$ cat config.mk
export PLATFORM = sky130hd
export DESIGN_NAME = pwmtb_top
export DESIGN_NICKNAME = d
export VERILOG_FILES = /design/src/pwmtb_pkg.sv /design/src/pwmtb_prescaler.sv /design/src/pwmtb_top.sv
export SDC_FILE = /design/constraint.sdc
export NUM_CORES = 1
export LEC_CHECK = 0
export BUFFER_PORTS_ARGS = -buffer_cell sky130_fd_sc_hd__clkbuf_2
export CAP_MARGIN = 25
export CORE_MARGIN = 5
export CORE_UTILIZATION = 59
export DETAILED_ROUTE_END_ITERATION = 7
export GPL_TIMING_DRIVEN = 0
export PLACE_DENSITY = 0.85
export SYNTH_ARGS = -nofsm -noshare
export SYNTH_HDL_FRONTEND = slang
export SYNTH_HIERARCHICAL = 1
export SYNTH_SLANG_ARGS = --single-unit
$ cat constraint.sdc
create_clock -name clk_i -period 3.8 [get_ports clk_i]
set_input_delay 0.38 -clock clk_i [delete_from_list [all_inputs] [get_ports clk_i]]
set_output_delay 0.38 -clock clk_i [all_outputs]
set_load 0.03 [all_outputs]
$ cat src/pwmtb_pkg.sv
/*
  Package for the PWM master time base: register map, field layout,
  reset values and the bus carrier types.
  Assumes an AXI4-Lite register bus with 32-bit data.
*/
package pwmtb_pkg;

  // Register byte offsets
  localparam logic [3:0] PRESCALE_OFFSET = 4'h0;
  localparam logic [3:0] PERIOD_OFFSET = 4'h4;
  localparam logic [3:0] STATUS_OFFSET = 4'h8;

  // Field positions
  localparam int PRESCALE_LSB = 0;
  localparam int PRESCALE_WIDTH = 3;
  localparam int ENABLE_BIT = 0;
  localparam int COUNTER_LSB = 16;

  // Reset values and the reserved prescale code
  localparam logic [2:0] PRESCALE_RESET = 3'h0;
  localparam logic [15:0] PERIOD_RESET = 16'hFFF8;
  localparam logic [2:0] PRESCALE_RESERVED = 3'h7;

  // AXI responses
  localparam logic [1:0] RESP_OKAY = 2'h0;
  localparam logic [1:0] RESP_SLVERR = 2'h2;

  typedef struct packed {
    logic [3:0] addr;
    logic [31:0] data;
    logic [3:0] strb;
  } pwmtb_wreq_t;

  typedef struct packed {
    logic [31:0] data;
    logic [1:0] resp;
  } pwmtb_rresp_t;

endpackage : pwmtb_pkg

$ cat src/pwmtb_prescaler.sv
/*
  Power-of-two prescaler producing a one-cycle tick per divided period.
  Assumes select changes only while the counter is disabled.
*/
`timescale 1ns/1ps
module pwmtb_prescaler #(
  parameter int SEL_WIDTH = 3
) (
  // Clock and reset
  input wire logic clk_i,
  input wire logic reset_n_i,
  input wire logic ce_i,
  // Control
  input wire logic run_i,
  input wire logic [SEL_WIDTH-1:0] sel_i,
  // Tick
  output logic tick_o
);

  localparam int CW = (1 << SEL_WIDTH) - 1;

  // Mask arithmetic is 64 bits wide, so the divider tops out at 63 bits
  if (SEL_WIDTH < 1 || SEL_WIDTH > 6) begin : g_sel_width_check
    $error("pwmtb_prescaler: SEL_WIDTH must be 1 to 6");
  end

  logic [CW-1:0] div_reg;
  logic [CW-1:0] div_next;
  logic tick_next;
  logic [CW-1:0] mask;

  always_comb begin
    mask = CW'((64'h1 << sel_i) - 64'h1);
    div_next = div_reg;
    tick_next = 1'b0;
    if (!run_i) begin
      div_next = '0;
    end else if ((div_reg & mask) == mask) begin
      div_next = '0;
      tick_next = 1'b1;
    end else begin
      div_next = div_reg + CW'(1);
    end
  end

  always_ff @(posedge clk_i or negedge reset_n_i) begin
    if (!reset_n_i) begin
      div_reg <= '0;
      tick_o <= 1'b0;
    end else if (ce_i) begin
      div_reg <= div_next;
      tick_o <= tick_next;
    end
  end

endmodule : pwmtb_prescaler

$ cat src/pwmtb_top.sv
/*
  PWM master time base: prescale select and period registers over
  AXI4-Lite, a prescaler and the 16-bit master time-base counter.
  Assumes one clock (the PWM input clock) and a well-behaved AXI master.
*/
`timescale 1ns/1ps
// Summary of operation
// RULE_01 - Prescale select bits 2:0 divide by 1..64; code 7 reserved.
// RULE_02 - Prescale select resets to code 0, no division.
// RULE_03 - Software changes prescale select only while module enable is clear.
// RULE_04 - Prescale register bits 15:3 ignore writes and read zero.
// RULE_05 - Sixteen-bit read/write period register sets the counter period.
// RULE_06 - Software loads period only from 0x0010 to 0xFFF8.
// RULE_07 - Counter advances per prescaled tick, restarts from zero after period.
module pwmtb_top #(
  parameter int CNT_WIDTH = 16
) (
  // Clock, enable, reset
  input wire logic clk_i,
  input wire logic ce_i,
  input wire logic reset_n_i,
  // AXI4-Lite write address
  input wire logic [3:0] s_axi_awaddr_i,
  input wire logic s_axi_awvalid_i,
  output logic s_axi_awready_o,
  // AXI4-Lite write data
  input wire logic [31:0] s_axi_wdata_i,
  input wire logic [3:0] s_axi_wstrb_i,
  input wire logic s_axi_wvalid_i,
  output logic s_axi_wready_o,
  // AXI4-Lite write response
  output logic [1:0] s_axi_bresp_o,
  output logic s_axi_bvalid_o,
  input wire logic s_axi_bready_i,
  // AXI4-Lite read address
  input wire logic [3:0] s_axi_araddr_i,
  input wire logic s_axi_arvalid_i,
  output logic s_axi_arready_o,
  // AXI4-Lite read data
  output logic [31:0] s_axi_rdata_o,
  output logic [1:0] s_axi_rresp_o,
  output logic s_axi_rvalid_o,
  input wire logic s_axi_rready_i,
  // Time base outputs
  output logic [CNT_WIDTH-1:0] master_time_base_counter_o,
  output logic period_end_o
);

  // Counter, period register and read mux are all sized for 16 bits;
  // refuse other widths at elaboration rather than truncate silently
  if (CNT_WIDTH != 16) begin : g_cnt_width_check
    $error("pwmtb_top: CNT_WIDTH must be 16");
  end

  ////////////////////////////////////////////////////////////////////////
  // Register and bus state

  logic [2:0] presc_reg, presc_next;
  logic [15:0] period_reg, period_next;
  logic enable_reg, enable_next;
  logic aw_got_reg, aw_got_next;
  logic w_got_reg, w_got_next;
  pwmtb_pkg::pwmtb_wreq_t wreq_reg, wreq_next;
  logic bvalid_next;
  logic [1:0] bresp_next;
  logic rvalid_next;
  pwmtb_pkg::pwmtb_rresp_t rd_reg, rd_next;
  logic awready_next, wready_next, arready_next;
  logic [CNT_WIDTH-1:0] cnt_reg, cnt_next;
  logic pend_next;
  logic tick;

  always_comb begin
    presc_next = presc_reg;
    period_next = period_reg;
    enable_next = enable_reg;
    aw_got_next = aw_got_reg;
    w_got_next = w_got_reg;
    wreq_next = wreq_reg;
    bvalid_next = s_axi_bvalid_o;
    bresp_next = s_axi_bresp_o;
    rvalid_next = s_axi_rvalid_o;
    rd_next = rd_reg;
    // Write channels taken independently, one write in flight
    if (s_axi_awvalid_i && s_axi_awready_o) begin
      aw_got_next = 1'b1;
      wreq_next.addr = s_axi_awaddr_i;
    end
    if (s_axi_wvalid_i && s_axi_wready_o) begin
      w_got_next = 1'b1;
      wreq_next.data = s_axi_wdata_i;
      wreq_next.strb = s_axi_wstrb_i;
    end
    if (aw_got_reg && w_got_reg && !s_axi_bvalid_o) begin
      aw_got_next = 1'b0;
      w_got_next = 1'b0;
      bvalid_next = 1'b1;
      bresp_next = pwmtb_pkg::RESP_OKAY;
      unique case (wreq_reg.addr)
        pwmtb_pkg::PRESCALE_OFFSET: begin
          // Upper bits have no storage, reserved code kept out
          if (wreq_reg.strb[0] && wreq_reg.data[2:0] != pwmtb_pkg::PRESCALE_RESERVED) begin
            presc_next = wreq_reg.data[pwmtb_pkg::PRESCALE_LSB +: 3]; // see RULE_01 see RULE_04
          end
        end
        pwmtb_pkg::PERIOD_OFFSET: begin
          if (wreq_reg.strb[0]) period_next[7:0] = wreq_reg.data[7:0]; // see RULE_05
          if (wreq_reg.strb[1]) period_next[15:8] = wreq_reg.data[15:8]; // see RULE_05
        end
        pwmtb_pkg::STATUS_OFFSET: begin
          if (wreq_reg.strb[0]) enable_next = wreq_reg.data[pwmtb_pkg::ENABLE_BIT];
        end
        default: bresp_next = pwmtb_pkg::RESP_SLVERR;
      endcase
    end
    if (s_axi_bvalid_o && s_axi_bready_i) begin
      bvalid_next = 1'b0;
    end
    if (s_axi_arvalid_i && s_axi_arready_o) begin
      rvalid_next = 1'b1;
      rd_next.resp = pwmtb_pkg::RESP_OKAY;
      unique case (s_axi_araddr_i)
        pwmtb_pkg::PRESCALE_OFFSET: rd_next.data = {29'h0, presc_reg}; // see RULE_04
        pwmtb_pkg::PERIOD_OFFSET: rd_next.data = {16'h0, period_reg}; // see RULE_05
        pwmtb_pkg::STATUS_OFFSET: rd_next.data = {cnt_reg, 15'h0, enable_reg};
        default: begin
          rd_next.data = 32'h0;
          rd_next.resp = pwmtb_pkg::RESP_SLVERR;
        end
      endcase
    end else if (s_axi_rvalid_o && s_axi_rready_i) begin
      rvalid_next = 1'b0;
    end
    awready_next = !aw_got_next && !bvalid_next;
    wready_next = !w_got_next && !bvalid_next;
    arready_next = !rvalid_next;
  end

  always_ff @(posedge clk_i or negedge reset_n_i) begin
    if (!reset_n_i) begin
      presc_reg <= pwmtb_pkg::PRESCALE_RESET; // see RULE_02
      period_reg <= pwmtb_pkg::PERIOD_RESET;
      enable_reg <= 1'b0;
      aw_got_reg <= 1'b0;
      w_got_reg <= 1'b0;
      wreq_reg <= '0;
      s_axi_bvalid_o <= 1'b0;
      s_axi_bresp_o <= pwmtb_pkg::RESP_OKAY;
      s_axi_rvalid_o <= 1'b0;
      rd_reg <= '0;
      s_axi_awready_o <= 1'b0;
      s_axi_wready_o <= 1'b0;
      s_axi_arready_o <= 1'b0;
    end else if (ce_i) begin
      presc_reg <= presc_next;
      period_reg <= period_next;
      enable_reg <= enable_next;
      aw_got_reg <= aw_got_next;
      w_got_reg <= w_got_next;
      wreq_reg <= wreq_next;
      s_axi_bvalid_o <= bvalid_next;
      s_axi_bresp_o <= bresp_next;
      s_axi_rvalid_o <= rvalid_next;
      rd_reg <= rd_next;
      s_axi_awready_o <= awready_next;
      s_axi_wready_o <= wready_next;
      s_axi_arready_o <= arready_next;
    end
  end

  assign s_axi_rdata_o = rd_reg.data;
  assign s_axi_rresp_o = rd_reg.resp;

  ////////////////////////////////////////////////////////////////////////
  // Prescaler and master counter

  // Divider restarts whenever the module is disabled, so a select
  // change made while stopped takes effect cleanly
  pwmtb_prescaler #(
    .SEL_WIDTH(pwmtb_pkg::PRESCALE_WIDTH)
  ) u_prescaler (
    .clk_i(clk_i),
    .reset_n_i(reset_n_i),
    .ce_i(ce_i),
    .run_i(enable_reg), // see RULE_03
    .sel_i(presc_reg), // see RULE_01
    .tick_o(tick)
  );

  always_comb begin
    cnt_next = cnt_reg;
    pend_next = 1'b0;
    if (!enable_reg) begin
      cnt_next = '0;
    end else if (tick) begin
      // Period values below range still wrap; software keeps them out
      if (cnt_reg >= period_reg) begin // see RULE_07 see RULE_06
        cnt_next = '0;
        pend_next = 1'b1;
      end else begin
        cnt_next = cnt_reg + CNT_WIDTH'(1); // see RULE_07
      end
    end
  end

  always_ff @(posedge clk_i or negedge reset_n_i) begin
    if (!reset_n_i) begin
      cnt_reg <= '0;
      period_end_o <= 1'b0;
    end else if (ce_i) begin
      cnt_reg <= cnt_next;
      period_end_o <= pend_next;
    end
  end

  assign master_time_base_counter_o = cnt_reg;

endmodule : pwmtb_top

==> results_dict.tcl, run 1 <==
set metrics [dict create \
    wl_met3_um 660 \
    p_per_area_nw_per_um2 522.8 \
    period_share_pct 69.49 \
    synth-edff-count 0 \
    clock_skew_ns 0.01451 \
    cp.arrival_ns 2.90 \
    synth_cells 428 \
    multi_input_area_um2 2240 \
    cpPeakStageDelay_ns 0.57 \
    worst_pin_slew_ns 0.7032 \
    synthesis.area_um2 5151 \
    viasPerCell 5.963 \
    dp_cells 626 \
    path_cells "inv_1 -> ha_1 -> nand4_1 -> nor3_1 -> a211oi_2 -> clkbuf_1 -> a31oi_1 -> o22ai_1" \
    antenna_found_initial 0 \
    irDropWorstVdd_mv 0.2638 \
    hold_path_class "in -> async" \
    gp_congestion 0.8571 \
    grt_max_degree 71 \
    insertedDiodeCount 0 \
    hold_violations 0 \
    whs_ns 0.002220 \
    cap_violations 0 \
    fin_nets 599 \
    grt_util_all_layers_pct 21.55 \
    grt_pass1_wl_um 17930 \
    p_sw_w 0.001035 \
    crit_path_end_kind "flip-flop" \
    firstDrtPassIters 6 \
    layout_min_cycle_time_ns 2.640 \
    post-place-ws_ns 1.194 \
    critPathLaunchType "flip-flop" \
    r2r_start "period_reg[15]$_DFFE_PN1P_" \
    crit_family "simple AND/OR/NAND/NOR gates" \
    ff2ff_setup_slack_ns 1.16 \
    criticalPathCategory "reg -> reg" \
    required_ns 4.06 \
    num-fill-cells 615 \
    switching_share_pct 33.19 \
    drt_wl_total_um 11210 \
    worst-path-buf-inv 2 \
    ys_types 61 \
    ant_nets 0 \
    cts_tree "yes" \
    m1WireLength_um 4813 \
    clock.fmax_mhz 378.7 \
    std_cell_rows 34 \
    clk_pin_slew_ns 0.11 \
    clk_path_buf_depth 2 \
    yosysWarnings 6 \
    h-tree-depth 3 \
    final_common_cell "dfrtp_1" \
    largest_reg_flops 32 \
    wl_per_cell_um 17.47 \
    cts_inserted_buffers 9 \
    grt-ovfl-total 0 \
    die_h_um 103.4 \
    clk_latency_ns 0.37 \
    fp.dieW_um 103.4 \
    ys.flop_type "dfrtp_1" \
    setup_slack_ns 1.160 \
    combPwrFrac_pct 25.2 \
    cts.sink_count 108 \
    wl_met2_um 5556 \
    first_global_vias 3627 \
    final_cell_mix "95 x dfrtp_1, 87 x clkbuf_2, 30 x inv_1" \
    post-route-drc-count 0 \
    synth_top_area_share_pct 46.15 \
    seq_area_frac_synth_pct 52.78 \
    clkPwrFrac_pct 23.2 \
    stdcell_count 642 \
    crit_fanout 10 \
    synth_area_leaders "dfrtp_1 46%, dfstp_2 6.6%, mux2_2 5.2%" \
    rsz0062_at_grt "no" \
    slew-limit-headroom_pct 52.80 \
    yosys.area.top_type "dfrtp_1" \
    synthArstFlopShare_pct 100.0 \
    drv_slew 0 \
    setup_tns_ns 0 \
    leakage_nw 2.877 \
    status "finished, final reports clean" \
    cts_resized 0 \
    cp_slowest_cell "dfstp_2" \
    area_growth_pct 15.81 \
    finalPower_w 0.003119 \
    core_um2 8636 \
    dp_hpwl_um 8436 \
    die-area_um2 10700 \
    drtIter0Drc 200 \
    drive_gt1_share_pct 33.90 \
    synth_area_per_cell_um2 12.04 \
    report.final.setup_viol 0 \
    startpoint "period_reg[15]$_DFFE_PN1P_" \
    regArea_um2 2719 \
    io_pins 110 \
    seq_power_share_pct 51.6 \
    holdBufCountCts 0 \
    root_buffer "clkbuf_8" \
    ys_ff_latch 108 \
    top_layer "met4" \
    port_buffers 88 \
    p_int_w 0.002084 \
    via_count 3828 \
    start_util_pct 59.65 \
    cts_setup_buffers 0 \
]
## kinds of logic after synthesis
family          share of synthesized area, %
compound gates                         15.64
xor+xnor                              0.8501
fa+ha+maj                              4.372
buf+inv                                3.813
flops                                  52.78
mux                                    11.15
other cells                          0.07280
simple gates                           11.32
## worst reg2reg max path, cell delays in order, from the launching register on
cell and delay (ns):
dfstp_2 0.57, inv_1 0.05, ha_1 0.30, nand4_1 0.14, nor3_1 0.53, a211oi_2 0.29
clkbuf_1 0.31, a31oi_1 0.23, o22ai_1 0.11
## synthesized netlist by cell type, types with 7 or more instances
cell type and n:
mux2_2 24, nand3_1 15, a21oi_1 8, clkbuf_1 7
inv_1 30, nand4_1 8, dfrtp_1 95, a31oi_1 20
mux2_4 16, dfstp_2 13, nand2_1 27, nand2b_1 8
a22o_1 29, ha_1 18, o21ai_0 15
## area by class of cell
cell class                      count  share of cell area (%)
Sequential cell                   108                   45.57
Timing Repair Buffer               89                   7.886
Inverter                           30                   1.888
Buffer                             15                   1.405
Tap cell                          108                   2.265
Clock inverter                      7                   1.363
Multi-Input combinational cell    276                   37.54
Clock buffer                        9                   2.076
## power by group through the flow
stage | clock [W] | sequential, W | combinational (W)
after floorplan | 0 | 0.00162 | 0.000548
after global placement | 0 | 0.00161 | 0.000739
after detailed placement | 0 | 0.00163 | 0.000786
after CTS | 0.000737 | 0.00160 | 0.000792
after global routing | 0.000786 | 0.00164 | 0.000858
final | 0.000724 | 0.00161 | 0.000786
## path summary, 6_finish.rpt
| kind | to | cells past startpoint |
|---|---|---|
| max | master_time_base_counter_o[11]$_DFFE_PN0P_ | 8 |
| min | s_axi_rvalid_o$_DFFE_PN0P_ | 1 |
| max reg2reg | master_time_base_counter_o[11]$_DFFE_PN0P_ | 8 |
| min reg2reg | s_axi_rresp_o[1]$_DFFE_PN0P_ | 2 |
| max in group asynchronous | period_reg[11]$_DFFE_PN1P_ | 2 |
| min in group clk_i | wreq_reg[38]$_DFFE_PN0P_ | 2 |
## per-stage QoR
stage / area, um2 / utilization [%]
floorplan: 5155 / -
global placement: 5731 / 66.36
detailed placement: 5761 / 66.71
CTS: 5966 / 69.08
global route: 5966 / 69.08
finish: 5966 / 69.08
## layer usage
layer	up-vias	track usage, %
li1	1783	-
met5	-	0
met3	16	3.421
met1	1880	29.28
met4	0	8.167
met2	149	34.95
No activity file was read; power rests on OpenSTA's default activity.
==> run 2: changes to the inputs <==
CORE_UTILIZATION = 55   (was 59)
PLACE_DENSITY = 0.8   (was 0.85)
clock period = 2.5 ns   (was 3.8 ns; I/O delays follow)
==> run 2 against run 1 <==
Against the previous run: routed wire length fell by 1.4%; largest power group unchanged; setup slack got worse by 1.0 ns; sequential share of layout area is 0.23 points lower; cell area is 0.55% higher; utilization down 3.9 points; global-route usage fell by 0.79 points; via count fell by 2.2%; fmax increased by 12%; clock power rose by 40%; cell count up 1.1%; die area is 6.6% higher; non-clock buffer count is 4 higher; largest cell class unchanged.
==> results_dict.tcl, run 2 (synthesis gave the netlist of run 1 again) <==
set metrics [dict create \
    crit_path_end_kind "flip-flop" \
    fp.dieW_um 106.8 \
    clock.fmax_mhz 422.9 \
    wl_met2_um 5120 \
    via_count 3743 \
    clk_latency_ns 0.36 \
    final_common_cell "dfrtp_1" \
    wl_per_cell_um 17.04 \
    slew-limit-headroom_pct 53.28 \
    stdcell_count 649 \
    critPathLaunchType "flip-flop" \
    irDropWorstVdd_mv 0.4219 \
    layout_min_cycle_time_ns 2.365 \
    viasPerCell 5.767 \
    fin_nets 603 \
    h-tree-depth 3 \
    root_buffer "clkbuf_8" \
    cts_tree "yes" \
    criticalPathCategory "reg -> reg" \
    hold_violations 0 \
    std_cell_rows 35 \
    die_h_um 106.8 \
    worst_pin_slew_ns 0.6961 \
    grt_pass1_wl_um 19020 \
    cts.sink_count 108 \
    drt_wl_total_um 11060 \
    die-area_um2 11400 \
    cp.arrival_ns 2.65 \
    ant_nets 0 \
    grt_util_all_layers_pct 20.76 \
    cts_inserted_buffers 9 \
    final_cell_mix "94 x dfrtp_1, 88 x clkbuf_2, 30 x inv_1" \
    insertedDiodeCount 0 \
    post-route-util_pct 65.22 \
    m1WireLength_um 4985 \
    firstDrtPassIters 7 \
    wl_met3_um 782 \
    p_per_area_nw_per_um2 772.7 \
    largest_reg_flops 32 \
    top_layer "met4" \
    post-route-drc-count 0 \
    required_ns 2.79 \
    finalPower_w 0.004635 \
    cp_slowest_cell "a2111o_1" \
    leakage_nw 2.888 \
    start_util_pct 56.01 \
    clock_skew_ns 0.01167 \
    setup_tns_ns 0 \
    clk_path_buf_depth 2 \
    clk_pin_slew_ns 0.11 \
    core_um2 9196 \
    drtIter0Drc 164 \
    period_share_pct 94.59 \
    dp_hpwl_um 8343 \
    io_pins 110 \
    hold_path_class "in -> reg" \
    dp_cells 629 \
    area_growth_pct 16.44 \
    gp_congestion 0.9088 \
    rsz0062_at_grt "no" \
    num-fill-cells 713 \
    cpPeakStageDelay_ns 0.46 \
    crit_fanout 6 \
    cap_violations 0 \
    grt_max_degree 66 \
    report.final.setup_viol 0 \
    antenna_found_initial 0 \
    drv_slew 0 \
    first_global_vias 3912 \
    path_cells "inv_1 -> ha_1 -> nand2b_1 -> a2111o_1 -> a311oi_4 -> nand2_2 -> buf_4 -> o211ai_1" \
    grt-ovfl-total 0 \
    port_buffers 88 \
    drive_gt1_share_pct 34.57 \
    status "finished, final reports clean" \
]
[run 2: area by class of cell]
class | count | area, um2 | area share, %
sequential | 108 | 2720 | 45.35
multi-input combinational | 276 | 2252 | 37.55
timing repair buffer | 93 | 503.0 | 8.385
clock buffer | 11 | 141.4 | 2.357
tap | 111 | 138.9 | 2.315
inverter | 30 | 112.6 | 1.877
buffer | 15 | 85.08 | 1.418
clock inverter | 5 | 45.04 | 0.7509
[run 2: per-stage QoR]
stage	worst slack, ns	hold WS (ns)	area (um2)
6_report	0.1353	0.1082	5998
5_1_grt	0.008606	0.09692	5998
4_1_cts	0.03290	0.09796	5976
3_5_place_dp	-0.08793	0.3261	5764
3_3_place_gp	-0.1640	0.4614	5734
2_1_floorplan	0.07352	-0.04559	5155
[run 2: layer usage]
layer,vias to the layer above,track usage (%)
met1,1812,28.46
li1,1789,-
met3,14,3.913
met2,128,33.14
met5,-,0
met4,0,7.489
[run 2: worst paths after layout]
path | slack, ns | from | to | cells past startpoint
max | 0.14 | master_time_base_counter_o[0]$_DFFE_PN0P_ | master_time_base_counter_o[13]$_DFFE_PN0P_ | 8
min | 0.11 | s_axi_awaddr_i[1] | wreq_reg[37]$_DFFE_PN0P_ | 2
max reg2reg | 0.14 | master_time_base_counter_o[0]$_DFFE_PN0P_ | master_time_base_counter_o[13]$_DFFE_PN0P_ | 8
min reg2reg | 0.49 | s_axi_rresp_o[1]$_DFFE_PN0P_ | s_axi_rresp_o[1]$_DFFE_PN0P_ | 2
max in group asynchronous | 1.27 | reset_n_i | period_reg[10]$_DFFE_PN1P_ | 3
min in group asynchronous | 0.46 | reset_n_i | s_axi_arready_o$_DFFE_PN0P_ | 2
[run 2: critical path, delay by kind of cell, from the launching register on]
kind / cells / cell delay (ns)
and+or+nand+nor: 2 / 0.26
AOI/OAI and AO/OA: 3 / 1.05
buffers and inverters: 2 / 0.24
adders and majority gates: 1 / 0.28
DFF: 1 / 0.45
[run 2: timing repair]
action                                  in CTS  in global routing
hold buffers                                 1                  0
pin swaps                                    1                  2
resized for setup                            3                  1
setup buffers                                1                  2
endpoints found under the setup margin      12                 14
endpoints found under the hold margin       40                  0
[run 2: power by group]
part | internal (W) | switching [W] | total [W]
Clock | 0.000405 | 0.000600 | 0.00101
Sequential | 0.00213 | 0.000305 | 0.00244
Combinational | 0.000563 | 0.000631 | 0.00119
Total | 0.00310 | 0.00154 | 0.00464
==> run 3: changes to the inputs <==
BUFFER_PORTS_ARGS = -buffer_cell sky130_fd_sc_hd__buf_4   (was -buffer_cell sky130_fd_sc_hd__clkbuf_2)
==> run 3 against run 2 <==
Against the previous run: non-clock buffer count is 1 higher; fmax shrank 1.1%; clock power about the same; total power is 1.6% higher; sequential share of layout area shrank 1.7 points; critical path depth grew 1; critical path type unchanged; largest cell class unchanged; largest power group unchanged; highest routed layer unchanged.
==> results_dict.tcl, run 3 (synthesis gave the netlist of run 1 again) <==
set metrics [dict create \
    viasPerCell 5.728 \
    grt-ovfl-total 0 \
    insertedDiodeCount 0 \
    ff2ff_setup_slack_ns 0.11 \
    required_ns 2.79 \
    hold_path_class "in -> reg" \
    drive_gt1_share_pct 34.69 \
    grt_pass1_wl_um 18020 \
    drtIter0Drc 133 \
    num-fill-cells 710 \
    irDropWorstVdd_mv 0.3929 \
    criticalPathCategory "reg -> reg" \
    io_pins 110 \
    r2r_start "master_time_base_counter_o[0]$_DFFE_PN0P_" \
    cts.sink_count 108 \
    hold_violations 0 \
    root_buffer "clkbuf_8" \
    worstReg2RegEnd "master_time_base_counter_o[2]$_DFFE_PN0P_" \
    clk_latency_ns 0.37 \
    report.final.setup_viol 0 \
    leakage_nw 2.963 \
    cts_tree "yes" \
    start_util_pct 56.01 \
    gp_congestion 0.8665 \
    ant_nets 0 \
    stdcell_area_um2 6230 \
    fp.dieW_um 106.8 \
    dp_hpwl_um 8069 \
    clock.fmax_mhz 418.2 \
    grt_util_all_layers_pct 19.40 \
    first_global_vias 3742 \
    via_count 3723 \
    core_um2 9196 \
    period_share_pct 95.64 \
    worst_pin_slew_ns 0.6768 \
    largest_reg_flops 32 \
    endpoint "master_time_base_counter_o[2]$_DFFE_PN0P_" \
    die-area_um2 11400 \
    clk_pin_slew_ns 0.11 \
    drt_wl_total_um 10790 \
    crit_path_end_kind "flip-flop" \
    whs_ns 0.1034 \
    grt_max_degree 67 \
    area_growth_pct 20.94 \
    startpoint "master_time_base_counter_o[0]$_DFFE_PN0P_" \
    crit_fanout 10 \
    post-route-drc-count 0 \
    cts_inserted_buffers 9 \
    port_buffers 88 \
    antenna_found_initial 0 \
    drv_slew 0 \
    fin_nets 604 \
    post-route-util_pct 67.74 \
    setup_slack_ns 0.1090 \
    post-place-ws_ns -0.08302 \
    layout_min_cycle_time_ns 2.391 \
    critPathLaunchType "flip-flop" \
    std_cell_rows 35 \
    slew-limit-headroom_pct 54.58 \
    wl_per_cell_um 16.60 \
    status "finished, final reports clean" \
    clk_path_buf_depth 2 \
    firstDrtPassIters 4 \
    cp.arrival_ns 2.68 \
    final_cell_mix "94 x buf_4, 94 x dfrtp_1, 30 x inv_1" \
    h-tree-depth 3 \
    die_h_um 106.8 \
    clock_skew_ns 0.01510 \
    cap_violations 0 \
    rsz0062_at_grt "no" \
    p_per_area_nw_per_um2 756.0 \
    r2r_cells 9 \
    dpl_cell_area_um2 5982 \
]
run 3: changes by cell type in the layout (fill, tap and decap cells not counted), sizes merged:
cell and delta:
inv -1, clkbuf -88, buf +89, clkinv +1
run 3: worst min-delay path by stage:
stage | startpoint | end | slack (ns) | cells past startpoint
CTS | s_axi_wdata_i[10] | wreq_reg[14]$_DFFE_PN0P_ | 0.09 | 2
global placement | s_axi_rresp_o[1]$_DFFE_PN0P_ | s_axi_rresp_o[1]$_DFFE_PN0P_ | 0.46 | 2
floorplan | reset_n_i | aw_got_reg$_DFFE_PN0P_ | -0.05 | 0
finish | s_axi_wdata_i[14] | wreq_reg[18]$_DFFE_PN0P_ | 0.10 | 2
detailed placement | reset_n_i | s_axi_rdata_o[0]$_DFFE_PN0P_ | 0.28 | 1
global route | s_axi_wdata_i[14] | wreq_reg[18]$_DFFE_PN0P_ | 0.09 | 2
run 3: per-layer routing:
metal / global-route usage (%) / vias up / share of wire (%)
li1: - / 1796 / -
met4: 5.388 / 0 / 0.92
met3: 2.529 / 10 / 4.9
met5: 0 / - / 0
met1: 27.84 / 1813 / 47
met2: 31.16 / 104 / 47
run 3: final cells by class:
class | instances | area [um2] | area share, %
clock buffers | 11 | 141.4 | 2.270
clock inverters | 5 | 45.04 | 0.7230
flip-flops and latches | 108 | 2720 | 43.66
well taps | 111 | 138.9 | 2.229
inverters | 30 | 112.6 | 1.808
repair buffers | 94 | 728.2 | 11.69
multi-input cells | 276 | 2258 | 36.25
plain buffers | 15 | 85.08 | 1.366
run 3: critical path, stage by stage (launching register included):
cell	delay, ns
dfrtp_2	0.46
inv_1	0.06
ha_1	0.27
nand2b_1	0.14
a2111o_1	0.46
a311oi_4	0.29
buf_4	0.20
buf_6	0.15
nand3b_1	0.10
a31oi_1	0.17
run 3: power by group:
part | switching [W] | total, W | internal [W] | leakage (nW)
combinational | 0.000652 | 0.00127 | 0.000619 | 1.47
clock | 0.000604 | 0.00101 | 0.000403 | 0.0916
sequential | 0.000300 | 0.00243 | 0.00213 | 1.40
total | 0.00156 | 0.00471 | 0.00315 | 2.96
run 3: metrics by stage:
stage          setup TNS (ns)  cells  total power, W
6_report                    0    650        0.004709
5_1_grt                     0    650        0.004984
4_1_cts                     0    647        0.004718
3_5_place_dp          -0.7369    629        0.003686
3_3_place_gp          -0.3083    628        0.003607
2_1_floorplan               0    429        0.003297
run 3: repair_timing:
item | 4_1_cts | 5_1_grt
hold endpoints to repair | 39 | 0
buffers inserted | 1 | 3
endpoints found under the setup margin | 11 | 16
cloned | 0 | 0
resized for setup | 2 | 4
pin swaps | 1 | 0
hold buffers | 1 | 0
